## config.mk

```make
export PLATFORM = sky130hd
export DESIGN_NAME = tdc_word0_ctrl
export DESIGN_NICKNAME = d
export VERILOG_FILES = /design/src/shared/tdc_pkg.sv /design/src/verilog/tdc_next_addr.sv /design/src/verilog/tdc_ip_check.sv /design/src/verilog/tdc_word0_ctrl.sv
export SDC_FILE = /design/constraint.sdc
export NUM_CORES = 1
export LEC_CHECK = 0
export ABC_AREA = 1
export BUFFER_PORTS_ARGS = -buffer_cell sky130_fd_sc_hd__buf_2
export CORE_MARGIN = 8
export CORE_UTILIZATION = 49
export DETAILED_ROUTE_END_ITERATION = 8
export GPL_TIMING_DRIVEN = 0
export PLACE_DENSITY_LB_ADDON = 0.15
export SLEW_MARGIN = 20
export SYNTH_ARGS = -nofsm -noshare
export SYNTH_HDL_FRONTEND = slang
export SYNTH_SLANG_ARGS = --single-unit
export TNS_END_PERCENT = 50
```

## constraint.sdc

```tcl
create_clock -name clk_sys_in -period 1.5 [get_ports clk_sys_in]
set_input_delay 0.3 -clock clk_sys_in [delete_from_list [all_inputs] [get_ports clk_sys_in]]
set_output_delay 0.3 -clock clk_sys_in [all_outputs]
set_load 0.005 [all_outputs]
```

## src/shared/tdc_pkg.sv

```systemverilog
// Shared constants, field layouts and carrier types of the transmit descriptor word-0 logic
`default_nettype none

package tdc_pkg;

    ////////////////////////////////////////////////////////////////////////////////
    // Descriptor word 0 bit positions
    localparam int unsigned TDC_W0_LAST_SEG    = 29;
    localparam int unsigned TDC_W0_END_OF_RING = 21;
    localparam int unsigned TDC_W0_CHAINED     = 20;
    localparam int unsigned TDC_W0_RSVD_HI     = 19;
    localparam int unsigned TDC_W0_RSVD_LO     = 18;
    localparam int unsigned TDC_W0_TS_STATUS   = 17;
    localparam int unsigned TDC_W0_IP_HDR_ERR  = 16;

    // Descriptor word 1 buffer size fields
    localparam int unsigned TDC_SIZE_W         = 13;
    localparam int unsigned TDC_W1_BUF1_LO     = 0;
    localparam int unsigned TDC_W1_BUF2_LO     = 16;

    // Sequential descriptors are four words apart
    localparam logic [31:0] TDC_DESC_BYTES     = 32'h0000_0010;

    ////////////////////////////////////////////////////////////////////////////////
    // Header check constants
    localparam logic [15:0] TDC_ETH_TYPE_IPV4  = 16'h0800;
    localparam logic [15:0] TDC_ETH_TYPE_IPV6  = 16'h86dd;
    localparam logic [3:0]  TDC_IP_VER_4       = 4'h4;
    localparam logic [3:0]  TDC_IP_VER_6       = 4'h6;
    localparam logic [3:0]  TDC_IPV4_MIN_IHL   = 4'h5;
    localparam logic [7:0]  TDC_IPV6_HDR_BYTES = 8'h28;

    ////////////////////////////////////////////////////////////////////////////////
    // Register byte offsets
    localparam logic [7:0]  TDC_REG_CTRL       = 8'h00;
    localparam logic [7:0]  TDC_REG_LIST_BASE  = 8'h04;
    localparam logic [7:0]  TDC_REG_CUR_DESC   = 8'h08;
    localparam logic [7:0]  TDC_REG_IRQ_STATUS = 8'h0c;
    localparam logic [7:0]  TDC_REG_IRQ_CLEAR  = 8'h10;
    localparam logic [7:0]  TDC_REG_IRQ_ENABLE = 8'h14;

    localparam int unsigned TDC_CTRL_OFFLOAD_EN = 0;

    // Interrupt status bits
    localparam int unsigned TDC_IRQ_W          = 3;
    localparam int unsigned TDC_IRQ_RING_WRAP  = 0;
    localparam int unsigned TDC_IRQ_HDR_ERR    = 1;
    localparam int unsigned TDC_IRQ_TS_CAPT    = 2;

    ////////////////////////////////////////////////////////////////////////////////
    // Carrier types
    typedef struct packed {
        logic [31:0] w3;
        logic [31:0] w2;
        logic [31:0] w1;
        logic [31:0] w0;
    } tdc_desc_t;

    typedef struct packed {
        logic [15:0] eth_type;
        logic [3:0]  ip_version;
        logic [3:0]  ihl;
        logic [7:0]  hdr_bytes;
    } tdc_hdr_t;

    typedef struct packed {
        logic        ts_captured;
        logic [63:0] timestamp;
    } tdc_frame_t;

    typedef struct packed {
        logic [31:0]         buf1_addr;
        logic [TDC_SIZE_W-1:0] buf1_size;
        logic                buf2_used;
        logic [31:0]         buf2_addr;
        logic [TDC_SIZE_W-1:0] buf2_size;
    } tdc_buf_t;

    // Sticky set wins over a same-cycle clear
    function automatic logic [TDC_IRQ_W-1:0] tdc_sticky(input logic [TDC_IRQ_W-1:0] cur,
                                                       input logic [TDC_IRQ_W-1:0] clr,
                                                       input logic [TDC_IRQ_W-1:0] set);
        tdc_sticky = (cur & ~clr) | set;
    endfunction

    // Size field of word 1 starting at a given bit
    function automatic logic [TDC_SIZE_W-1:0] tdc_size(input logic [31:0] w,
                                                      input int unsigned lo);
        tdc_size = w[lo +: TDC_SIZE_W];
    endfunction

endpackage

`default_nettype wire

```

## src/verilog/tdc_next_addr.sv

```systemverilog
// Next-descriptor address and buffer selection for one fetched transmit descriptor
`default_nettype none

module tdc_next_addr
    import tdc_pkg::*;
(
    input  wire logic      clk_sys_in,
    input  wire logic      resetn_in,
    input  wire logic      valid_in,
    input  wire tdc_desc_t desc_in,
    input  wire logic [31:0] cur_addr_in,
    input  wire logic [31:0] base_addr_in,
    output logic           valid_out,
    output logic           wrapped_out,
    output logic [31:0]    next_addr_out,
    output tdc_buf_t       buf_out
);

    typedef struct packed {
        logic        valid;
        logic        wrapped;
        logic [31:0] next_addr;
        tdc_buf_t    bufs;
    } tdc_na_state_t;

    tdc_na_state_t s_q;
    tdc_na_state_t s_d;

    ////////////////////////////////////////////////////////////////////////////////
    always_comb
    begin
        s_d       = s_q;
        s_d.valid = valid_in;
        if (valid_in)
        begin
            s_d.wrapped        = 1'b0;
            s_d.bufs.buf1_addr = desc_in.w2;
            s_d.bufs.buf1_size = tdc_size(desc_in.w1, TDC_W1_BUF1_LO);
            if (desc_in.w0[TDC_W0_END_OF_RING])
            begin
                // End of ring beats chaining
                s_d.next_addr = base_addr_in;
                s_d.wrapped   = 1'b1;
            end
            else if (desc_in.w0[TDC_W0_CHAINED])
            begin
                s_d.next_addr = desc_in.w3;
            end
            else
            begin
                s_d.next_addr = cur_addr_in + TDC_DESC_BYTES;
            end
            if (desc_in.w0[TDC_W0_CHAINED])
            begin
                // Word 3 is a pointer here, and the second size is not looked at
                s_d.bufs.buf2_used = 1'b0;
                s_d.bufs.buf2_addr = 32'h0000_0000;
                s_d.bufs.buf2_size = '0;
            end
            else
            begin
                s_d.bufs.buf2_used = 1'b1;
                s_d.bufs.buf2_addr = desc_in.w3;
                s_d.bufs.buf2_size = tdc_size(desc_in.w1, TDC_W1_BUF2_LO);
            end
        end
    end

    always_ff @(posedge clk_sys_in)
    begin
        if (!resetn_in)
            s_q <= '0;
        else
            s_q <= s_d;
    end

    assign valid_out     = s_q.valid;
    assign wrapped_out   = s_q.wrapped;
    assign next_addr_out = s_q.next_addr;
    assign buf_out       = s_q.bufs;

endmodule // tdc_next_addr

`default_nettype wire

```

## src/verilog/tdc_ip_check.sv

```systemverilog
// IP header consistency check done by the transmit checksum offload engine
`default_nettype none

module tdc_ip_check
    import tdc_pkg::*;
(
    input  wire logic     clk_sys_in,
    input  wire logic     resetn_in,
    input  wire logic     check_in,
    input  wire tdc_hdr_t hdr_in,
    output logic          done_out,
    output logic          hdr_err_out,
    output logic          is_ipv4_out
);

    typedef struct packed {
        logic done;
        logic err;
        logic v4;
    } tdc_ic_state_t;

    tdc_ic_state_t s_q;
    tdc_ic_state_t s_d;
    logic          type_v4;
    logic          type_v6;
    logic [7:0]    ihl_bytes;

    ////////////////////////////////////////////////////////////////////////////////
    always_comb
    begin
        type_v4   = (hdr_in.eth_type == TDC_ETH_TYPE_IPV4);
        type_v6   = (hdr_in.eth_type == TDC_ETH_TYPE_IPV6);
        ihl_bytes = {2'b00, hdr_in.ihl, 2'b00};
        s_d       = s_q;
        s_d.done  = check_in;
        if (check_in)
        begin
            s_d.v4  = type_v4;
            s_d.err = 1'b0;
            if (type_v4)
            begin
                if (hdr_in.ip_version != TDC_IP_VER_4)
                    s_d.err = 1'b1;
                if (ihl_bytes != hdr_in.hdr_bytes)
                    s_d.err = 1'b1;
                if (hdr_in.ihl < TDC_IPV4_MIN_IHL)
                    s_d.err = 1'b1;
            end
            else if (type_v6)
            begin
                if (hdr_in.ip_version != TDC_IP_VER_6)
                    s_d.err = 1'b1;
                if (hdr_in.hdr_bytes != TDC_IPV6_HDR_BYTES)
                    s_d.err = 1'b1;
            end
        end
    end

    always_ff @(posedge clk_sys_in)
    begin
        if (!resetn_in)
            s_q <= '0;
        else
            s_q <= s_d;
    end

    assign done_out    = s_q.done;
    assign hdr_err_out = s_q.err;
    assign is_ipv4_out = s_q.v4;

endmodule // tdc_ip_check

`default_nettype wire

```

## src/verilog/tdc_word0_ctrl.sv

```systemverilog
// Transmit descriptor word-0 control and status handling with register port and interrupt
//
// Functional notes
// - End-of-ring sends next fetch to base.
// - Chained bit makes word 3 next pointer.
// - Second buffer size ignored while chained.
// - End-of-ring wins over chained pointer.
// - Timestamp bit set, timestamp into words 2-3.
// - Timestamp bit only in last-segment descriptors.
// - IPv4 header length must match byte count.
// - IPv6 main header must be forty bytes.
// - Length/Type must match IP version.
// - IPv4 header length below five is error.
// - Header error needs offload; IPv4 checksum still inserted.
//
// Chosen here: the register addresses and strobed register access.
`default_nettype none

module tdc_word0_ctrl
    import tdc_pkg::*;
(
    input  wire logic        clk_sys_in,
    input  wire logic        resetn_in,
    // Register port
    input  wire logic [7:0]  reg_addr_in,
    input  wire logic [31:0] reg_wdata_in,
    input  wire logic        reg_wr_in,
    input  wire logic        reg_rd_in,
    output logic [31:0]      reg_rdata_out,
    // Descriptor fetch
    input  wire logic        fetch_valid_in,
    input  wire tdc_desc_t   fetch_desc_in,
    output logic             desc_valid_out,
    output logic [31:0]      cur_desc_addr_out,
    output tdc_buf_t         buf_out,
    // Frame completion
    input  wire logic        frame_done_in,
    input  wire tdc_frame_t  frame_in,
    input  wire tdc_hdr_t    hdr_in,
    output logic             csum_insert_v4_out,
    output logic             wb_valid_out,
    output logic [31:0]      wb_word0_out,
    output logic [31:0]      wb_word2_out,
    output logic [31:0]      wb_word3_out,
    // Interrupt
    output logic             irq_out
);

    typedef struct packed {
        logic                 offload_en;
        logic [31:0]          list_base;
        logic [31:0]          cur_desc;
        logic [TDC_IRQ_W-1:0] irq_status;
        logic [TDC_IRQ_W-1:0] irq_enable;
        logic [31:0]          rdata;
        logic                 irq;
        tdc_desc_t            held;
        tdc_frame_t           frame;
        logic                 desc_valid;
        tdc_buf_t             bufs;
        logic                 csum_v4;
        logic                 wb_valid;
        logic [31:0]          wb_w0;
        logic [31:0]          wb_w2;
        logic [31:0]          wb_w3;
    } tdc_state_t;

    tdc_state_t s_q;
    tdc_state_t s_d;

    logic        na_valid;
    logic        na_wrapped;
    logic [31:0] na_next;
    tdc_buf_t    na_buf;
    logic        ic_done;
    logic        ic_err;
    logic        ic_v4;

    ////////////////////////////////////////////////////////////////////////////////
    // Sub-blocks

    tdc_next_addr u_next_addr
    (
        .clk_sys_in    (clk_sys_in),
        .resetn_in     (resetn_in),
        .valid_in      (fetch_valid_in),
        .desc_in       (fetch_desc_in),
        .cur_addr_in   (s_q.cur_desc),
        .base_addr_in  (s_q.list_base),
        .valid_out     (na_valid),
        .wrapped_out   (na_wrapped),
        .next_addr_out (na_next),
        .buf_out       (na_buf)
    );

    tdc_ip_check u_ip_check
    (
        .clk_sys_in  (clk_sys_in),
        .resetn_in   (resetn_in),
        .check_in    (frame_done_in),
        .hdr_in      (hdr_in),
        .done_out    (ic_done),
        .hdr_err_out (ic_err),
        .is_ipv4_out (ic_v4)
    );

    ////////////////////////////////////////////////////////////////////////////////
    // Next state

    logic [TDC_IRQ_W-1:0] ev_set;
    logic [TDC_IRQ_W-1:0] ev_clr;
    logic                 ts_ok;
    logic                 err_ok;

    always_comb
    begin
        s_d    = s_q;
        ev_set = '0;
        ev_clr = '0;
        ts_ok  = 1'b0;
        err_ok = 1'b0;

        // Read data stand for one cycle only
        s_d.rdata = 32'h0000_0000;
        if (reg_rd_in)
        begin
            unique case (reg_addr_in)
                TDC_REG_CTRL:
                    s_d.rdata[TDC_CTRL_OFFLOAD_EN] = s_q.offload_en;
                TDC_REG_LIST_BASE:
                    s_d.rdata = s_q.list_base;
                TDC_REG_CUR_DESC:
                    s_d.rdata = s_q.cur_desc;
                TDC_REG_IRQ_STATUS:
                    s_d.rdata[TDC_IRQ_W-1:0] = s_q.irq_status;
                TDC_REG_IRQ_ENABLE:
                    s_d.rdata[TDC_IRQ_W-1:0] = s_q.irq_enable;
                default:
                    s_d.rdata = 32'h0000_0000;
            endcase
        end

        if (reg_wr_in)
        begin
            unique case (reg_addr_in)
                TDC_REG_CTRL:
                    s_d.offload_en = reg_wdata_in[TDC_CTRL_OFFLOAD_EN];
                TDC_REG_LIST_BASE:
                begin
                    // Reprogramming the base restarts the walk from the top of the list
                    s_d.list_base = reg_wdata_in;
                    s_d.cur_desc  = reg_wdata_in;
                end
                TDC_REG_IRQ_CLEAR:
                    ev_clr = reg_wdata_in[TDC_IRQ_W-1:0];
                TDC_REG_IRQ_ENABLE:
                    s_d.irq_enable = reg_wdata_in[TDC_IRQ_W-1:0];
                default:
                    ev_clr = '0;
            endcase
        end

        // Fetch: keep the whole descriptor for the later write-back
        if (fetch_valid_in)
            s_d.held = fetch_desc_in;

        s_d.desc_valid = na_valid;
        if (na_valid)
        begin
            // A base write in the same cycle loses to the walk it just raced
            s_d.cur_desc = na_next;
            s_d.bufs     = na_buf;
            ev_set[TDC_IRQ_RING_WRAP] = na_wrapped;
        end

        // Completion: timestamp held until the header check answers
        if (frame_done_in)
            s_d.frame = frame_in;

        s_d.wb_valid = ic_done;
        if (ic_done)
        begin
            ts_ok  = s_q.frame.ts_captured && s_q.held.w0[TDC_W0_LAST_SEG];
            err_ok = ic_err && s_q.offload_en;
            // Only bits 17 and 16 change; everything else, reserved included, goes back
            s_d.wb_w0 = s_q.held.w0;
            s_d.wb_w0[TDC_W0_TS_STATUS]  = ts_ok;
            s_d.wb_w0[TDC_W0_IP_HDR_ERR] = err_ok;
            if (ts_ok)
            begin
                s_d.wb_w2 = s_q.frame.timestamp[31:0];
                s_d.wb_w3 = s_q.frame.timestamp[63:32];
            end
            else
            begin
                s_d.wb_w2 = s_q.held.w2;
                s_d.wb_w3 = s_q.held.w3;
            end
            // Checksum still inserted for IPv4 even with a header error
            s_d.csum_v4 = s_q.offload_en && ic_v4;
            ev_set[TDC_IRQ_HDR_ERR] = err_ok;
            ev_set[TDC_IRQ_TS_CAPT] = ts_ok;
        end

        s_d.irq_status = tdc_sticky(s_q.irq_status, ev_clr, ev_set);
        s_d.irq        = |(s_d.irq_status & s_d.irq_enable);
    end

    ////////////////////////////////////////////////////////////////////////////////
    // State register

    always_ff @(posedge clk_sys_in)
    begin
        if (!resetn_in)
            s_q <= '0;
        else
            s_q <= s_d;
    end

    ////////////////////////////////////////////////////////////////////////////////
    // Outputs

    assign reg_rdata_out      = s_q.rdata;
    assign desc_valid_out     = s_q.desc_valid;
    assign cur_desc_addr_out  = s_q.cur_desc;
    assign buf_out            = s_q.bufs;
    assign csum_insert_v4_out = s_q.csum_v4;
    assign wb_valid_out       = s_q.wb_valid;
    assign wb_word0_out       = s_q.wb_w0;
    assign wb_word2_out       = s_q.wb_w2;
    assign wb_word3_out       = s_q.wb_w3;
    assign irq_out            = s_q.irq;

endmodule // tdc_word0_ctrl

`default_nettype wire

```

==> results_dict.tcl, run 1 <==
set metrics [dict create \
    max_freq_ghz 0.649 \
    portBuffers 514 \
    nets 4264 \
    die_h_um 234 \
    relSlewSlack_pct 42.9 \
    numClockSinks 548 \
    yosysWarnings 0 \
    fin_ws_ps -41.0 \
    path_max_fanout 7 \
    place_congestion 0.939 \
    arrival_ps 1240 \
    synth_cells 3220 \
    worst_hold_path.num_cells 3 \
    syn_area_per_cell_um2 7.23 \
    dr_total_vias 23900 \
    final_area_um2 31500 \
    grt_first_pass_wirelength_mm 131 \
    antenna_found_initial 11 \
    synth-async-reset-ratio_pct 0 \
    violations "setup timing" \
    grt-ovfl-total 0 \
    ff2ff_path_depth 8 \
    fp.dieArea_um2 54700 \
    path_cells "buf_6 -> buf_6" \
    start_kind "flop" \
    drt_wl_total_mm 88.8 \
    wl_per_cell_um 19.0 \
    drive_gt1_share_pct 27.9 \
    synth_seq_area_share_pct 47.1 \
    setup_viol 19 \
    pin_count 526 \
    finalPower_w 0.0348 \
    placed_area_um2 26700 \
    slowest_delay_ps 430 \
    grt_max_degree 15 \
    cpMostUsedCell "buf_6" \
    ys_ff_latch 548 \
    synth.net_count 3492 \
    critPathKind "reg -> out" \
    yosys.cell_types.count 34 \
    crit_path_top_delay_cell "dfxtp_4" \
    dp_hpwl_mm 65.9 \
    maxCapViolCount 0 \
    slew_violations 0 \
    clock_latency_ps 610 \
    cts_tree "built" \
    synth_ff_type "dfxtp_1" \
    via_per_inst 5.12 \
    p_per_area_nw_per_um2 1100 \
    status "finished, violations left" \
    clk_pin_slew_ps 60 \
    clockRootBuffer "clkbuf_16" \
    ant_nets 0 \
    rsz0062_at_grt "yes" \
    track_usage_pct 31.0 \
    fin_crit_sh_pct 103 \
    cts_max_path_buffers 3 \
    ir_drop_mv 0.809 \
    critPathCaptureType "output pin" \
    syn_area_um2 23300 \
    worst_pin_slew_ps 857 \
    finClkSkew_ps 17.3 \
    die_w_um 234 \
    numCtsBuffers 55 \
    first_pass_iters 7 \
    core_area_um2 47300 \
    start_util_pct 49.2 \
    drc 0 \
    fin_setup_tns_ps -292 \
    hold_viol 0 \
    htreeDepth 2 \
    drtIter0Drc 1899 \
    synth_edf_count 0 \
    fillers 4170 \
    synthToLayoutAreaGrowth_pct 35.1 \
    grt_pass1_vias 22900 \
    p_leak_nw 14.7 \
    fin_crit_ps 1540 \
    core.rowCount 80 \
    hp-class "in -> reg" \
    cp.required_ps 1200 \
]
flip-flops by register name, indices dropped and copies added (netlist names):
register and flops:
irq_out 1, u_ip_check.is_ipv4_out 1, csum_insert_v4_out 1, wb_word2_out 32, u_next_addr.valid_out 1, u_next_addr.buf_out 91, buf_out 91, u_next_addr.next_addr_out 32
desc_valid_out 1, wb_word3_out 32, wb_valid_out 1, s_q 166, cur_desc_addr_out 32, u_ip_check.hdr_err_out 1, u_ip_check.done_out 1, wb_word0_out 32
reg_rdata_out 32
cells in the mapped netlist, types with 10 or more instances:
cell type	number	area share [%]
a21oi_1	189	4.1
a21oi_2	10	0.38
buf_1	22	0.35
buf_2	15	0.32
buf_4	252	8.1
clkbuf_1	162	2.6
dfxtp_1	548	47
inv_1	120	1.9
nand2_1	612	9.9
nand3_1	109	2.3
nor2_1	706	11
o211ai_1	66	2.1
o21ai_0	332	7.1
final timing paths:
kind	slack, ps	startpoint	end
max	-40	cur_desc_addr_out[7]	cur_desc_addr_out[7]
min	20	fetch_desc_in[99]	s_q[354]
max reg2reg	-20	cur_desc_addr_out[4]	u_next_addr.next_addr_out[18]
min reg2reg	460	wb_word0_out[16]	wb_word0_out[16]
through the flow:
stage	hold slack [ps]	instances	util, %	setup WS (ps)
finish	23.8	4667	66.4	-41.0
global route	20.8	4657	66.4	-121
CTS	1.77	4637	65.2	-61.8
detailed placement	453	4349	56.3	-1200
global placement	451	4349	56.3	-1190
floorplan	435	3220	-	0.309
cell families (layout without fill, tap and decap cells):
kind of cell | Yosys count | in the layout | share of synthesized area, %
simple gates | 1461 | 1461 | 24.6
compound gates | 618 | 618 | 14.3
buf+inv | 581 | 1398 | 13.5
flops | 548 | 548 | 47.1
xor+xnor | 11 | 11 | 0.414
fa+ha+maj | 1 | 1 | 0.0537
other cells | 0 | 15 | 0
final cells by class:
class	instances	area (µm²)	area share (%)
Buffer	442	2870	9.11
Multi-Input combinational cell	2091	9370	29.8
Sequential cell	548	11200	35.6
Tap cell	615	769	2.45
Clock inverter	22	270	0.859
Clock buffer	80	1620	5.16
Inverter	129	487	1.55
Antenna cell	15	37.5	0.119
Timing Repair Buffer	725	4850	15.4
cells in the final DEF, fill, tap and decap left out, drive strengths merged, types with 2 or more instances in the layout:
| cell type | count |
|---|---|
| o221ai | 4 |
| nand4 | 8 |
| bufinv | 6 |
| o21ai | 338 |
| diode | 15 |
| or2 | 2 |
| nand3b | 3 |
| clkbuf | 237 |
| nor2 | 711 |
| dlygate4sd3 | 181 |
| a21oi | 199 |
| buf | 829 |
| nand3 | 109 |
| o211ai | 66 |
| a31oi | 9 |
| xor2 | 6 |
| nor3 | 10 |
| inv | 129 |
| xnor2 | 5 |
| and2 | 3 |
| nand2 | 613 |
| clkinv | 15 |
| dfxtp | 548 |
per-layer routing:
metal	wire length, µm	global-route usage (%)	up-vias
met5	16	0	-
met4	4060	13.9	2
met3	6660	5.64	210
met2	42300	53.2	947
met1	35800	37.6	11100
li1	-	-	11600
worst max-delay path, delay by kind of cell, from the launching register on:
family,cells,cell delay (ps)
flops,1,430
buf+inv,2,200
power breakdown:
group          internal (W)  switching, W  total (W)
Clock               0.00852       0.00597     0.0145
Combinational       0.00202       0.00241    0.00442
Sequential           0.0153      0.000500     0.0158
repair_timing:
action                                 4_1_cts  5_1_grt
setup endpoints to repair                  489      297
resized for setup                          191      188
pin swaps                                    3        5
endpoints found under the hold margin      182        0
buffers inserted                             6       24
hold buffers                               181        0
Note: power is estimated with default switching activity, not from simulation.
==> run 2: changes to the inputs <==
GPL_TIMING_DRIVEN = default   (was 0)
==> run 2 against run 1 <==
Net effect: the flow still finishes with violations (setup timing); worst hold slack better by 20 ps; core utilization down 3.4 points; first-iteration DRC count down 1.5%; die area unchanged; fmax down 1.9%; wire length down 7.9%; non-clock buffer count down 305; sequential power about the same; via count down 4.5%; clock power about the same; cell count down 6.6%; worst setup slack worse by 31 ps; critical endpoint is now cur_desc_addr_out[4].
==> results_dict.tcl, run 2 (synthesized netlist as in run 1, its figures left out) <==
set metrics [dict create \
    pin_count 526 \
    grt-ovfl-total 0 \
    post-place-ws_ps -204 \
    relSlewSlack_pct 67.2 \
    p_leak_nw 13.7 \
    cp.required_ps 1200 \
    fin_crit_sh_pct 105 \
    endpoint "cur_desc_addr_out[4]" \
    grt_pass1_vias 22600 \
    numClockSinks 548 \
    finalPower_w 0.0341 \
    start_util_pct 49.2 \
    cts_tree "built" \
    ff2ff_path_depth 9 \
    fin_ws_ps -71.5 \
    p_per_area_nw_per_um2 1140 \
    track_usage_pct 28.8 \
    rsz0062_at_grt "yes" \
    core_area_um2 47300 \
    hold_viol 0 \
    antenna_found_initial 6 \
    finClkSkew_ps 28.9 \
    max_freq_ghz 0.636 \
    maxCapViolCount 0 \
    via_per_inst 5.24 \
    portBuffers 517 \
    fp.dieArea_um2 54700 \
    critPathKind "reg -> out" \
    first_pass_iters 5 \
    slew_violations 0 \
    dp_hpwl_mm 56.5 \
    largest_register_ffs 166 \
    synthToLayoutAreaGrowth_pct 28.2 \
    multi_input_area_um2 9350 \
    clock_latency_ps 620 \
    dr_total_vias 22800 \
    clk_pin_slew_ps 60 \
    critPathCaptureType "output pin" \
    reg2reg_to "u_next_addr.next_addr_out[18]" \
    place_congestion 1.01 \
    clockRootBuffer "clkbuf_16" \
    arrival_ps 1270 \
    start_kind "flop" \
    drc 0 \
    layout_common_cells "nor2_1, nand2_1, dfxtp_1, buf_2, o21ai_0" \
    path_max_fanout 2 \
    seq_area_um2 11000 \
    r2r_start "cur_desc_addr_out[4]" \
    hp-class "in -> reg" \
    mostFrequentLayoutCell "nor2_1" \
    r2r_slack_ps 10 \
    die_h_um 234 \
    status "finished, violations left" \
    worst_pin_slew_ps 492 \
    die_w_um 234 \
    setup_viol 5 \
    fillers 4216 \
    cp-startpoint "cur_desc_addr_out[4]" \
    cts_max_path_buffers 3 \
    ir_drop_mv 0.837 \
    drt_wl_total_mm 81.8 \
    regMostFlops "s_q" \
    drtIter0Drc 1870 \
    wl_per_cell_um 18.8 \
    ant_nets 0 \
    nets 3960 \
    violations "setup timing" \
    grt_first_pass_wirelength_mm 125 \
    core.rowCount 80 \
    drive_gt1_share_pct 23.6 \
    grt_max_degree 100 \
    htreeDepth 2 \
    fin_crit_ps 1570 \
    numCtsBuffers 56 \
]
## run 2: cell types whose count changed in the layout (fill, tap and decap cells not counted), sizes merged
cell / delta
dlygate4sd3: +6
bufinv: -2
buf: -154
clkinvlp: +3
clkbuf: -156
diode: -6
## run 2: power by group
group | internal, W | total [W] | switching (W)
Sequential | 0.0153 | 0.0158 | 0.000481
Clock | 0.00832 | 0.0143 | 0.00596
Combinational | 0.00173 | 0.00396 | 0.00222
## run 2: critical path, cell delays in order, from the launching register on
cell and delay (ps):
dfxtp_2 330, buf_6 110, buf_6 120, buf_6 110
## run 2: worst min-delay path by stage
stage                           start                     end  slack (ps)  depth (start not counted)
2_1_floorplan       fetch_desc_in[29]                s_q[284]         430                          2
3_3_place_gp         wb_word0_out[17]        wb_word0_out[17]         450                          2
3_5_place_dp   u_next_addr.buf_out[7]  u_next_addr.buf_out[7]         460                          2
4_1_cts            fetch_desc_in[120]                s_q[375]           5                          3
5_1_grt               reg_wdata_in[0]                s_q[454]          30                          3
6_report           fetch_desc_in[120]                s_q[375]          40                          3
## run 2: stage by stage
step / util (%) / hold WS [ps] / TNS (ps) / cells / instance area, µm²
after global placement: 53.7 / 452 / -7700 / 4037 / 25400
after CTS: 62.6 / 5.49 / -471 / 4346 / 29600
after detailed placement: 53.7 / 456 / -11160 / 4037 / 25400
after global routing: 63.0 / 34.7 / -1100 / 4355 / 29800
final: 63.1 / 44.0 / -87.6 / 4358 / 29900
after floorplan: - / 435 / 0 / 3220 / 23300
## run 2: final cells by class
| type | instances | area share [%] |
|---|---|---|
| clock buffer | 81 | 5.52 |
| tap | 615 | 2.58 |
| inverter | 129 | 1.65 |
| sequential | 548 | 37.0 |
| timing repair buffer | 862 | 21.1 |
| antenna | 9 | 0.0754 |
| clock inverter | 23 | 0.817 |
| multi-input combinational | 2091 | 31.3 |
## run 2: repair_timing
action                     CTS  global route
resized for setup           94            53
pin swaps                    0             8
buffers inserted            23             3
hold buffers               187             0
setup endpoints to repair   51            46
hold endpoints to repair   187             0
## run 2: routing by layer
layer,wire [µm],GRT usage [%]
met3,6370,5.90
met5,0,0
met4,4050,14.0
met2,38700,48.3
met1,32700,34.9
